===== src/rxpls_map.vh =====
// Register offsets, field positions, reset values and timing counts of the receive-port status block
// How it works
// RQ1: Report line count of latest frame, two bytes
// RQ2: Freeze line count until read when enabled
// RQ3: High-byte read latches low byte, high first
// RQ4: Report line length, last line of frame
// RQ5: Freeze line length until read when enabled
// RQ6: High-byte read latches length low byte
// RQ7: Replace frequency only beyond hysteresis MHz band
// RQ8: Declare clock stable after selected stable time
// RQ9: Flag no clock below low threshold MHz
// RQ10: Eight-bit mailbox byte, stores writes only
// RQ11: Port select chooses which port copy accessed
// RQ12: Unfreeze after high then low byte read
`ifndef RXPLS_MAP_VH
`define RXPLS_MAP_VH

// Register offsets
`define RXPLS_PORT_SEL_ADDR     8'h4c
`define RXPLS_LT_HIGH_ADDR      8'h73
`define RXPLS_LT_LOW_ADDR       8'h74
`define RXPLS_LL_HIGH_ADDR      8'h75
`define RXPLS_LL_LOW_ADDR       8'h76
`define RXPLS_FDET_CTL_ADDR     8'h77
`define RXPLS_MBOX0_ADDR        8'h78

// Reset values
`define RXPLS_LINE_RST          16'h0000
`define RXPLS_FDET_CTL_RST      8'hc5
`define RXPLS_MBOX0_RST         8'h00
`define RXPLS_RDATA_RST         8'h00

// Frequency detect control field positions
`define RXPLS_HYST_MSB          7
`define RXPLS_HYST_LSB          6
`define RXPLS_STABLE_MSB        5
`define RXPLS_STABLE_LSB        4
`define RXPLS_LOW_THR_MSB       3
`define RXPLS_LOW_THR_LSB       0

// Stable times of 40us, 80us, 320us, 1.28ms in 100 ns cycles
`define RXPLS_STABLE_T0_CYC     400
`define RXPLS_STABLE_T1_CYC     800
`define RXPLS_STABLE_T2_CYC     3200
`define RXPLS_STABLE_T3_CYC     12800

`endif


===== src/rxpls_freq.v =====
// Receive clock frequency detector for one port: hysteresis, stability timer, low-frequency flag
`timescale 1ns/100ps
`default_nettype none
`include "rxpls_map.vh"

module rxpls_freq #(
    parameter integer CNT_W  = 14, // Width of the stability timer
    parameter integer T0_CYC = `RXPLS_STABLE_T0_CYC,     // Stable time, selection 00
    parameter integer T1_CYC = `RXPLS_STABLE_T1_CYC,     // Stable time, selection 01
    parameter integer T2_CYC = `RXPLS_STABLE_T2_CYC,     // Stable time, selection 10
    parameter integer T3_CYC = `RXPLS_STABLE_T3_CYC      // Stable time, selection 11
) (
    input  wire       core_clk_i,       // System clock
    input  wire       rstn_i,           // Synchronous reset, active low
    input  wire       meas_valid_i,     // New measurement present this cycle
    input  wire [7:0] meas_mhz_i,       // Measured frequency in MHz
    input  wire [1:0] hyst_i,           // Hysteresis in MHz
    input  wire [1:0] stable_sel_i,     // Stable time selection
    input  wire [3:0] low_thr_i,        // Low threshold in MHz
    output reg  [7:0] freq_mhz_o,       // Stored frequency
    output reg        stable_o,         // Clock declared stable
    output reg        no_clock_o        // Clock below low threshold
);

    reg  [CNT_W-1:0] cnt_q;             // Cycles since last stored change
    reg  [CNT_W-1:0] limit;             // Selected stable time in cycles
    wire [7:0]       diff;              // Distance of measurement from stored value
    wire             change;            // Measurement leaves the hysteresis band

    // Absolute difference between new and stored frequency
    assign diff   = (meas_mhz_i > freq_mhz_o) ? (meas_mhz_i - freq_mhz_o) : (freq_mhz_o - meas_mhz_i);
    assign change = meas_valid_i && (diff > {6'h00, hyst_i}); // RQ7

    // Stable time lookup
    always @* begin
        case (stable_sel_i)
            2'b00:   limit = T0_CYC[CNT_W-1:0];
            2'b01:   limit = T1_CYC[CNT_W-1:0];
            2'b10:   limit = T2_CYC[CNT_W-1:0];
            default: limit = T3_CYC[CNT_W-1:0];
        endcase
    end

    // Stored frequency replaced only outside the band
    always @(posedge core_clk_i) begin
        if (!rstn_i) begin
            freq_mhz_o <= 8'h00;
        end else if (change) begin
            freq_mhz_o <= meas_mhz_i; // RQ7
        end
    end

    // Stability timer restarts on every change and saturates at the limit
    always @(posedge core_clk_i) begin
        if (!rstn_i) begin
            cnt_q    <= {CNT_W{1'b0}};
            stable_o <= 1'b0;
        end else begin
            if (change) begin
                cnt_q <= {CNT_W{1'b0}};
            end else if (cnt_q < limit) begin
                cnt_q <= cnt_q + {{(CNT_W-1){1'b0}}, 1'b1};
            end
            stable_o <= !change && (cnt_q >= limit); // RQ8
        end
    end

    // No-clock flag follows each measurement against the low threshold
    always @(posedge core_clk_i) begin
        if (!rstn_i) begin
            no_clock_o <= 1'b0;
        end else if (meas_valid_i) begin
            no_clock_o <= (meas_mhz_i < {4'h0, low_thr_i}); // RQ9
        end
    end

endmodule // rxpls_freq
`default_nettype wire


===== src/rxpls_top.v =====
// Per-receive-port line statistics, frequency detector and mailbox register bank
`timescale 1ns/100ps
`default_nettype none
`include "rxpls_map.vh"

module rxpls_top #(
    parameter integer NUM_PORTS = 4,                     // Receive ports
    parameter integer SEL_W     = 2,                     // Port select width
    parameter integer LINE_W    = 16,                    // Line count and length width
    parameter integer CNT_W     = 14,                    // Stability timer width
    parameter integer T0_CYC    = `RXPLS_STABLE_T0_CYC,  // Stable time, selection 00
    parameter integer T1_CYC    = `RXPLS_STABLE_T1_CYC,  // Stable time, selection 01
    parameter integer T2_CYC    = `RXPLS_STABLE_T2_CYC,  // Stable time, selection 10
    parameter integer T3_CYC    = `RXPLS_STABLE_T3_CYC   // Stable time, selection 11
) (
    input  wire                        core_clk_i,      // System clock
    input  wire                        rstn_i,          // Synchronous reset, active low
    input  wire [SEL_W-1:0]            port_sel_i,      // Port chosen by the select register
    input  wire                        reg_wr_i,        // Register write strobe
    input  wire                        reg_rd_i,        // Register read strobe
    input  wire [7:0]                  reg_addr_i,      // Register offset
    input  wire [7:0]                  reg_wdata_i,     // Write data
    output reg  [7:0]                  reg_rdata_o,     // Read data, one cycle after the strobe
    input  wire [NUM_PORTS-1:0]        line_end_i,      // End of a video line, per port
    input  wire [NUM_PORTS*LINE_W-1:0] line_len_i,      // Length of the line ending now
    input  wire [NUM_PORTS-1:0]        frame_end_i,     // End of a video frame, per port
    input  wire [NUM_PORTS-1:0]        line_total_change_irq_enable_i,  // Freeze line count
    input  wire [NUM_PORTS-1:0]        line_length_change_irq_enable_i, // Freeze line length
    input  wire [NUM_PORTS-1:0]        freq_valid_i,    // New frequency measurement
    input  wire [NUM_PORTS*8-1:0]      freq_mhz_i,      // Measured frequency in MHz
    output wire [NUM_PORTS*8-1:0]      freq_mhz_o,      // Stored frequency per port
    output wire [NUM_PORTS-1:0]        clock_stable_o,  // Stable clock per port
    output wire [NUM_PORTS-1:0]        no_receive_clock_o // No receive clock per port
);

    // Flattened per-port state for the read multiplexer
    wire [NUM_PORTS*LINE_W-1:0] lt_rep_w;      // Reported line counts
    wire [NUM_PORTS*8-1:0]      lt_hold_w;     // Latched line count low bytes
    wire [NUM_PORTS-1:0]        lt_seen_w;     // Line count high byte read, low pending
    wire [NUM_PORTS*LINE_W-1:0] ll_rep_w;      // Reported line lengths
    wire [NUM_PORTS*8-1:0]      ll_hold_w;     // Latched line length low bytes
    wire [NUM_PORTS-1:0]        ll_seen_w;     // Line length high byte read, low pending
    wire [NUM_PORTS*8-1:0]      ctl_w;         // Frequency detect control bytes
    wire [NUM_PORTS*8-1:0]      mbox_w;        // Mailbox bytes

    // Address decode shared by all ports
    wire rd_lt_hi = reg_rd_i && (reg_addr_i == `RXPLS_LT_HIGH_ADDR);
    wire rd_lt_lo = reg_rd_i && (reg_addr_i == `RXPLS_LT_LOW_ADDR);
    wire rd_ll_hi = reg_rd_i && (reg_addr_i == `RXPLS_LL_HIGH_ADDR);
    wire rd_ll_lo = reg_rd_i && (reg_addr_i == `RXPLS_LL_LOW_ADDR);
    wire wr_ctl   = reg_wr_i && (reg_addr_i == `RXPLS_FDET_CTL_ADDR);
    wire wr_mbox  = reg_wr_i && (reg_addr_i == `RXPLS_MBOX0_ADDR);

    genvar p;
    generate
        for (p = 0; p < NUM_PORTS; p = p + 1) begin : g_port
            wire              sel_p;           // This port is the selected copy
            wire              frame_p;         // Frame end on this port
            wire              line_p;          // Line end on this port
            wire [LINE_W-1:0] lt_fin;          // Line count of the frame now ending
            wire [LINE_W-1:0] ll_fin;          // Last line length of the frame now ending
            reg  [LINE_W-1:0] lt_run_q;        // Lines seen so far in this frame
            reg  [LINE_W-1:0] ll_last_q;       // Length of the latest completed line
            reg  [LINE_W-1:0] lt_rep_q;        // Reported line count
            reg  [LINE_W-1:0] ll_rep_q;        // Reported line length
            reg               lt_frz_q;        // Line count frozen until read
            reg               ll_frz_q;        // Line length frozen until read
            reg               lt_seen_q;       // Line count high byte read
            reg               ll_seen_q;       // Line length high byte read
            reg  [7:0]        lt_hold_q;       // Line count low byte latch
            reg  [7:0]        ll_hold_q;       // Line length low byte latch
            reg  [7:0]        ctl_q;           // Frequency detect control
            reg  [7:0]        mbox_q;          // Mailbox byte

            localparam [SEL_W-1:0] PORT_ID = p; // Select value of this port
            assign sel_p   = (port_sel_i == PORT_ID); // RQ11
            assign frame_p = frame_end_i[p];
            assign line_p  = line_end_i[p];
            // A line ending in the frame-end cycle still belongs to that frame
            assign lt_fin  = lt_run_q + {{(LINE_W-1){1'b0}}, line_p};
            assign ll_fin  = line_p ? line_len_i[p*LINE_W +: LINE_W] : ll_last_q; // RQ4

            // Running line counter, restarted at each frame end
            always @(posedge core_clk_i) begin
                if (!rstn_i) begin
                    lt_run_q <= `RXPLS_LINE_RST;
                end else if (frame_p) begin
                    lt_run_q <= `RXPLS_LINE_RST;
                end else if (line_p) begin
                    lt_run_q <= lt_fin;
                end
            end

            // Length of the most recent line
            always @(posedge core_clk_i) begin
                if (!rstn_i) begin
                    ll_last_q <= `RXPLS_LINE_RST;
                end else if (line_p) begin
                    ll_last_q <= line_len_i[p*LINE_W +: LINE_W];
                end
            end

            // Line count report and its freeze
            always @(posedge core_clk_i) begin
                if (!rstn_i) begin
                    lt_rep_q <= `RXPLS_LINE_RST;
                    lt_frz_q <= 1'b0;
                end else begin
                    if (frame_p && !lt_frz_q) begin
                        lt_rep_q <= lt_fin; // RQ1
                    end
                    // New values blocked while frozen
                    if (frame_p && !lt_frz_q && line_total_change_irq_enable_i[p]) begin
                        lt_frz_q <= 1'b1; // RQ2
                    end else if (sel_p && rd_lt_lo && lt_seen_q) begin
                        lt_frz_q <= 1'b0; // RQ12
                    end
                end
            end

            // Line length report and its freeze
            always @(posedge core_clk_i) begin
                if (!rstn_i) begin
                    ll_rep_q <= `RXPLS_LINE_RST;
                    ll_frz_q <= 1'b0;
                end else begin
                    if (frame_p && !ll_frz_q) begin
                        ll_rep_q <= ll_fin; // RQ4
                    end
                    if (frame_p && !ll_frz_q && line_length_change_irq_enable_i[p]) begin
                        ll_frz_q <= 1'b1; // RQ5
                    end else if (sel_p && rd_ll_lo && ll_seen_q) begin
                        ll_frz_q <= 1'b0; // RQ12
                    end
                end
            end

            // Low byte latches taken on high byte reads
            always @(posedge core_clk_i) begin
                if (!rstn_i) begin
                    lt_seen_q <= 1'b0;
                    lt_hold_q <= 8'h00;
                    ll_seen_q <= 1'b0;
                    ll_hold_q <= 8'h00;
                end else begin
                    if (sel_p && rd_lt_hi) begin
                        lt_seen_q <= 1'b1; // RQ3
                        lt_hold_q <= lt_rep_q[7:0]; // RQ3
                    end else if (sel_p && rd_lt_lo) begin
                        lt_seen_q <= 1'b0;
                    end
                    if (sel_p && rd_ll_hi) begin
                        ll_seen_q <= 1'b1; // RQ6
                        ll_hold_q <= ll_rep_q[7:0]; // RQ6
                    end else if (sel_p && rd_ll_lo) begin
                        ll_seen_q <= 1'b0;
                    end
                end
            end

            // Writable bytes of the selected port
            always @(posedge core_clk_i) begin
                if (!rstn_i) begin
                    ctl_q  <= `RXPLS_FDET_CTL_RST;
                    mbox_q <= `RXPLS_MBOX0_RST;
                end else begin
                    if (sel_p && wr_ctl) begin
                        ctl_q <= reg_wdata_i; // RQ11
                    end
                    if (sel_p && wr_mbox) begin
                        mbox_q <= reg_wdata_i; // RQ10
                    end
                end
            end

            // Frequency detector driven by this port's control byte
            rxpls_freq #(
                .CNT_W  (CNT_W),
                .T0_CYC (T0_CYC),
                .T1_CYC (T1_CYC),
                .T2_CYC (T2_CYC),
                .T3_CYC (T3_CYC)
            ) u_freq (
                .core_clk_i   (core_clk_i),
                .rstn_i       (rstn_i),
                .meas_valid_i (freq_valid_i[p]),
                .meas_mhz_i   (freq_mhz_i[p*8 +: 8]),
                .hyst_i       (ctl_q[`RXPLS_HYST_MSB:`RXPLS_HYST_LSB]),
                .stable_sel_i (ctl_q[`RXPLS_STABLE_MSB:`RXPLS_STABLE_LSB]),
                .low_thr_i    (ctl_q[`RXPLS_LOW_THR_MSB:`RXPLS_LOW_THR_LSB]),
                .freq_mhz_o   (freq_mhz_o[p*8 +: 8]),
                .stable_o     (clock_stable_o[p]),
                .no_clock_o   (no_receive_clock_o[p])
            );

            // Flatten for the read path
            assign lt_rep_w[p*LINE_W +: LINE_W] = lt_rep_q;
            assign ll_rep_w[p*LINE_W +: LINE_W] = ll_rep_q;
            assign lt_hold_w[p*8 +: 8]          = lt_hold_q;
            assign ll_hold_w[p*8 +: 8]          = ll_hold_q;
            assign lt_seen_w[p]                 = lt_seen_q;
            assign ll_seen_w[p]                 = ll_seen_q;
            assign ctl_w[p*8 +: 8]              = ctl_q;
            assign mbox_w[p*8 +: 8]             = mbox_q;
        end
    endgenerate

    // Read multiplexer over the selected port's copy
    reg [7:0] rd_mux;                          // Byte for the current read
    always @* begin
        rd_mux = 8'h00;
        case (reg_addr_i)
            `RXPLS_LT_HIGH_ADDR: begin
                rd_mux = lt_rep_w[port_sel_i*LINE_W + 8 +: 8];
            end
            `RXPLS_LT_LOW_ADDR: begin
                // Latched byte after a high read keeps the pair coherent
                rd_mux = lt_seen_w[port_sel_i] ? lt_hold_w[port_sel_i*8 +: 8]
                                               : lt_rep_w[port_sel_i*LINE_W +: 8];     // RQ3
            end
            `RXPLS_LL_HIGH_ADDR: begin
                rd_mux = ll_rep_w[port_sel_i*LINE_W + 8 +: 8];
            end
            `RXPLS_LL_LOW_ADDR: begin
                rd_mux = ll_seen_w[port_sel_i] ? ll_hold_w[port_sel_i*8 +: 8]
                                               : ll_rep_w[port_sel_i*LINE_W +: 8];     // RQ6
            end
            `RXPLS_FDET_CTL_ADDR: begin
                rd_mux = ctl_w[port_sel_i*8 +: 8];
            end
            `RXPLS_MBOX0_ADDR: begin
                rd_mux = mbox_w[port_sel_i*8 +: 8]; // RQ10
            end
            default: begin
                rd_mux = 8'h00;
            end
        endcase
    end

    // Registered read data, held until the next read
    always @(posedge core_clk_i) begin
        if (!rstn_i) begin
            reg_rdata_o <= `RXPLS_RDATA_RST;
        end else if (reg_rd_i) begin
            reg_rdata_o <= rd_mux; // RQ11
        end
    end

endmodule // rxpls_top
`default_nettype wire


===== config.mk =====
export PLATFORM = sky130hd
export DESIGN_NAME = rxpls_top
export DESIGN_NICKNAME = d
export VERILOG_FILES = /design/src/rxpls_freq.v /design/src/rxpls_top.v
export VERILOG_INCLUDE_DIRS = /design/src
export SDC_FILE = /design/constraint.sdc
export NUM_CORES = 1
export LEC_CHECK = 0
export BUFFER_PORTS_ARGS = -buffer_cell sky130_fd_sc_hd__buf_2
export CAP_MARGIN = 30
export CORE_MARGIN = 1
export CORE_UTILIZATION = 65
export CTS_CLUSTER_SIZE = 8
export DETAILED_ROUTE_END_ITERATION = 12
export PLACE_DENSITY = 0.82
export SYNTH_ARGS = -nofsm -noshare
export SYNTH_HDL_FRONTEND = slang
export SYNTH_SLANG_ARGS = --single-unit

===== constraint.sdc =====
create_clock -name core_clk_i -period 11.5 [get_ports core_clk_i]
set_input_delay 0.575 -clock core_clk_i [delete_from_list [all_inputs] [get_ports core_clk_i]]
set_output_delay 0.575 -clock core_clk_i [all_outputs]
set_load 0.02 [all_outputs]

==> impl_metrics.env <==
export IMPL_hold_path_class="primary input to flop"
export IMPL_power_leakage_nw=11.8
export IMPL_post_cts_buffers=0
export IMPL_hold_viol=0
export IMPL_busiest_layer="met2"
export IMPL_netSwitchingFraction_pct=26.0
export IMPL_cpPeakStageDelay_ps=600
export IMPL_placed_area_mm2=0.0273
export IMPL_power_density_mw_per_mm2=145
export IMPL_ys_types=81
export IMPL_status="finished clean"
export IMPL_fin_setup_tns_ps=0
export IMPL_grt_overflow=0
export IMPL_final_cell_mix="dfxtp_1 (504), nor2_1 (416), mux2i_1 (224)"
export IMPL_yosys_warnings=0
export IMPL_drc=0
export IMPL_path_cells="ha_1, a21oi_1, a21oi_1, o41ai_2, mux2_2, ha_1, nor2b_1, o21ai_0, o21ai_0, nor4_1, o2111ai_1, o311a_1, buf_4, nor3_2"
export IMPL_stdcell_area_mm2=0.0293
export IMPL_hold_worst_slack_ps=254
export IMPL_clk_path_buf_depth=3
export IMPL_end_kind="flop"
export IMPL_grtUsageMet2_pct=54.9
export IMPL_numCtsBuffers=73
export IMPL_syn_area_mm2=0.0264
export IMPL_skew_ps=15.9
export IMPL_htree_levels=3
export IMPL_synth_nets=3189
export IMPL_seq_area_frac_synth_pct=38.2
export IMPL_viasPerCell=6.21
export IMPL_synthFlopType="dfxtp_1"
export IMPL_power_switching_mw=1.10
export IMPL_ys_seq_elements=504
export IMPL_clock_latency_ps=590
export IMPL_numClockSinks=504
export IMPL_core_mm2=0.0399
export IMPL_total_power_mw=4.24
export IMPL_cp_max_fo=15
export IMPL_nFillCells=2871
export IMPL_synth_edff_count=0
export IMPL_die_area_mm2=0.0414
export IMPL_clockRootBuffer="clkbuf_16"
export IMPL_grtUsageTotal_pct=32.9
export IMPL_async_reset_ff_share_pct=0
export IMPL_maxClockFrequency_mhz=220
export IMPL_crit_type="flop to flop"
export IMPL_cp_slowest_cell="o311a_1"
export IMPL_num_rows=73
export IMPL_grt_pass1_vias=21239
export IMPL_layout_commonest_cell="dfxtp_1"
export IMPL_max_cap_viol_count=0
export IMPL_max_slew_worst_pin_slew_ps=1010
export IMPL_power_frac_clock_pct=44.5
export IMPL_grt_pass1_wl_um=110000
export IMPL_io_pins=186
export IMPL_gp_congestion=0.878
export IMPL_holdBufCountCts=0
export IMPL_clk_pin_slew_ps=50
export IMPL_portBuffers=185
export IMPL_start_util_pct=66.2
export IMPL_grt_max_degree=177
export IMPL_worstPathArrival_ps=5060
export IMPL_firstDrtPassIters=6
export IMPL_drtAntennaViolNets=0
export IMPL_die_h_um=204
export IMPL_synth_cells=2911
export IMPL_grtUsageMet3_pct=6.58
export IMPL_cts_tree="yes"
export IMPL_setup_viol=0
export IMPL_worstPathRequired_ps=12010
export IMPL_drtIter0Drc=1870
export IMPL_p_int_mw=3.14
export IMPL_maxSlewViolCount=0
export IMPL_pwr_share_comb_pct=11.8
export IMPL_p_seq_share_pct=43.7
export IMPL_crit_path_start_kind="flop"
export IMPL_final_util_pct=73.5
export IMPL_gr_usage_met1_pct=41.7
export IMPL_period_minus_slack_ps=4550
export IMPL_wire_per_inst_um=19.6
export IMPL_die_w_um=204
export IMPL_rsz0062_at_grt="false"
export IMPL_drive_gt1_share_pct=14.2
export IMPL_slew_headroom_pct=33.0
export IMPL_num_vias=21924
export IMPL_grt_antenna_before_repair=9
export IMPL_avgSynthCellArea_um2=9.07
export IMPL_area_growth_pct=11.0
export IMPL_drt_total_wl_um=69100
export IMPL_peakVddDrop_mv=0.139
export IMPL_final_nets=3270
export IMPL_cts_resized=0
export IMPL_dp_hpwl_um=47800
export IMPL_post_route_period_util_pct=39.6
==> metrics by stage <==
stage | setup slack, ps | std cells
finish | 6950 | 3532
CTS | 7070 | 3522
floorplan | 7490 | 2911
global route | 6640 | 3531
detailed placement | 6660 | 3439
global placement | 6840 | 3436
==> cell usage after synthesis, drive strengths merged, types with 38 or more instances <==
| master | number | area share [%] |
|---|---|---|
| a211oi | 136 | 4.0 |
| a21oi | 96 | 1.9 |
| buf | 65 | 1.5 |
| clkbuf | 136 | 1.9 |
| dfxtp | 504 | 38 |
| ha | 132 | 6.3 |
| inv | 128 | 1.8 |
| mux2i | 224 | 8.5 |
| mux4 | 64 | 5.5 |
| nand2 | 221 | 3.2 |
| nand3 | 103 | 2.0 |
| nor2 | 425 | 6.1 |
| nor2b | 38 | 0.90 |
| nor3 | 92 | 2.1 |
| o21ai | 68 | 1.3 |
| xnor2 | 65 | 2.2 |
| xor2 | 110 | 3.6 |
==> layer usage <==
layer	up-vias	wire length [µm]
met2	836	33000
met4	2	2450
met3	176	5170
li1	10297	-
met5	-	10
met1	10613	28500
==> layout make-up <==
class	instances	area [µm²]	share of cell area, %
repair buffers	207	1170	3.98
flip-flops and latches	504	10100	34.4
clock buffers	76	1860	6.34
well taps	525	657	2.24
clock inverters	7	83.8	0.286
inverters	128	488	1.66
diodes	7	17.5	0.0597
multi-input cells	2078	15000	51.0
==> sequential cells by signal, indices dropped and copies added, names as in the netlist <==
register,cells
g_port.ctl_q,32
g_port.mbox_q,32
g_port.lt_frz_q,4
g_port.ll_rep_q,64
g_port.ll_frz_q,4
reg_rdata_o,8
g_port.u_freq.freq_mhz_o,32
g_port.u_freq.cnt_q,56
g_port.lt_hold_q,32
g_port.lt_run_q,64
g_port.lt_rep_q,64
g_port.u_freq.stable_o,4
g_port.lt_seen_q,4
g_port.ll_seen_q,4
g_port.u_freq.no_clock_o,4
g_port.ll_hold_q,32
g_port.ll_last_q,64
==> final timing paths <==
| kind | start | to | slack [ps] | cells after the start |
|---|---|---|---|---|
| worst max-delay path | g_port[2].u_freq.freq_mhz_o[3] | g_port[2].u_freq.cnt_q[1] | 6950 | 14 |
| worst min-delay path | line_len_i[61] | g_port[3].ll_last_q[13] | 250 | 3 |
| worst max register to register | g_port[2].u_freq.freq_mhz_o[3] | g_port[2].u_freq.cnt_q[1] | 6950 | 14 |
| worst min register to register | g_port[0].u_freq.freq_mhz_o[7] | g_port[0].u_freq.freq_mhz_o[7] | 470 | 2 |
==> power by group through the flow <==
stage | sequential, mW | combinational, mW | clock [mW]
floorplan | 1.88 | 0.349 | 0
global placement | 1.88 | 0.473 | 0
detailed placement | 1.89 | 0.486 | 0
CTS | 1.86 | 0.492 | 1.91
global route | 1.86 | 0.547 | 1.99
finish | 1.86 | 0.500 | 1.89
==> kinds of logic (layout without fill, tap and decap cells) <==
| family | after synthesis | in the layout | synth area share, % |
|---|---|---|---|
| adders and majority gates | 140 | 140 | 6.86 |
| AOI/OAI and AO/OA | 442 | 442 | 11.5 |
| other | 0 | 7 | 0 |
| muxes | 295 | 295 | 14.2 |
| xor gates and xnor gates | 175 | 175 | 5.80 |
| buffers and inverters | 329 | 418 | 5.24 |
| DFF | 504 | 504 | 38.2 |
| and+or+nand+nor | 1026 | 1026 | 18.1 |
==> worst max-delay path, delay by kind of cell (launching register included) <==
kind | cells | cell delay (ps)
adder cells (fa/ha/maj) | 2 | 770
multiplexers | 1 | 390
flip-flops | 1 | 340
AND/OR/NAND/NOR | 3 | 670
buffers and inverters | 1 | 330
AO/OA/AOI/OAI | 7 | 1970
No activity file was read; power rests on OpenSTA's default activity.
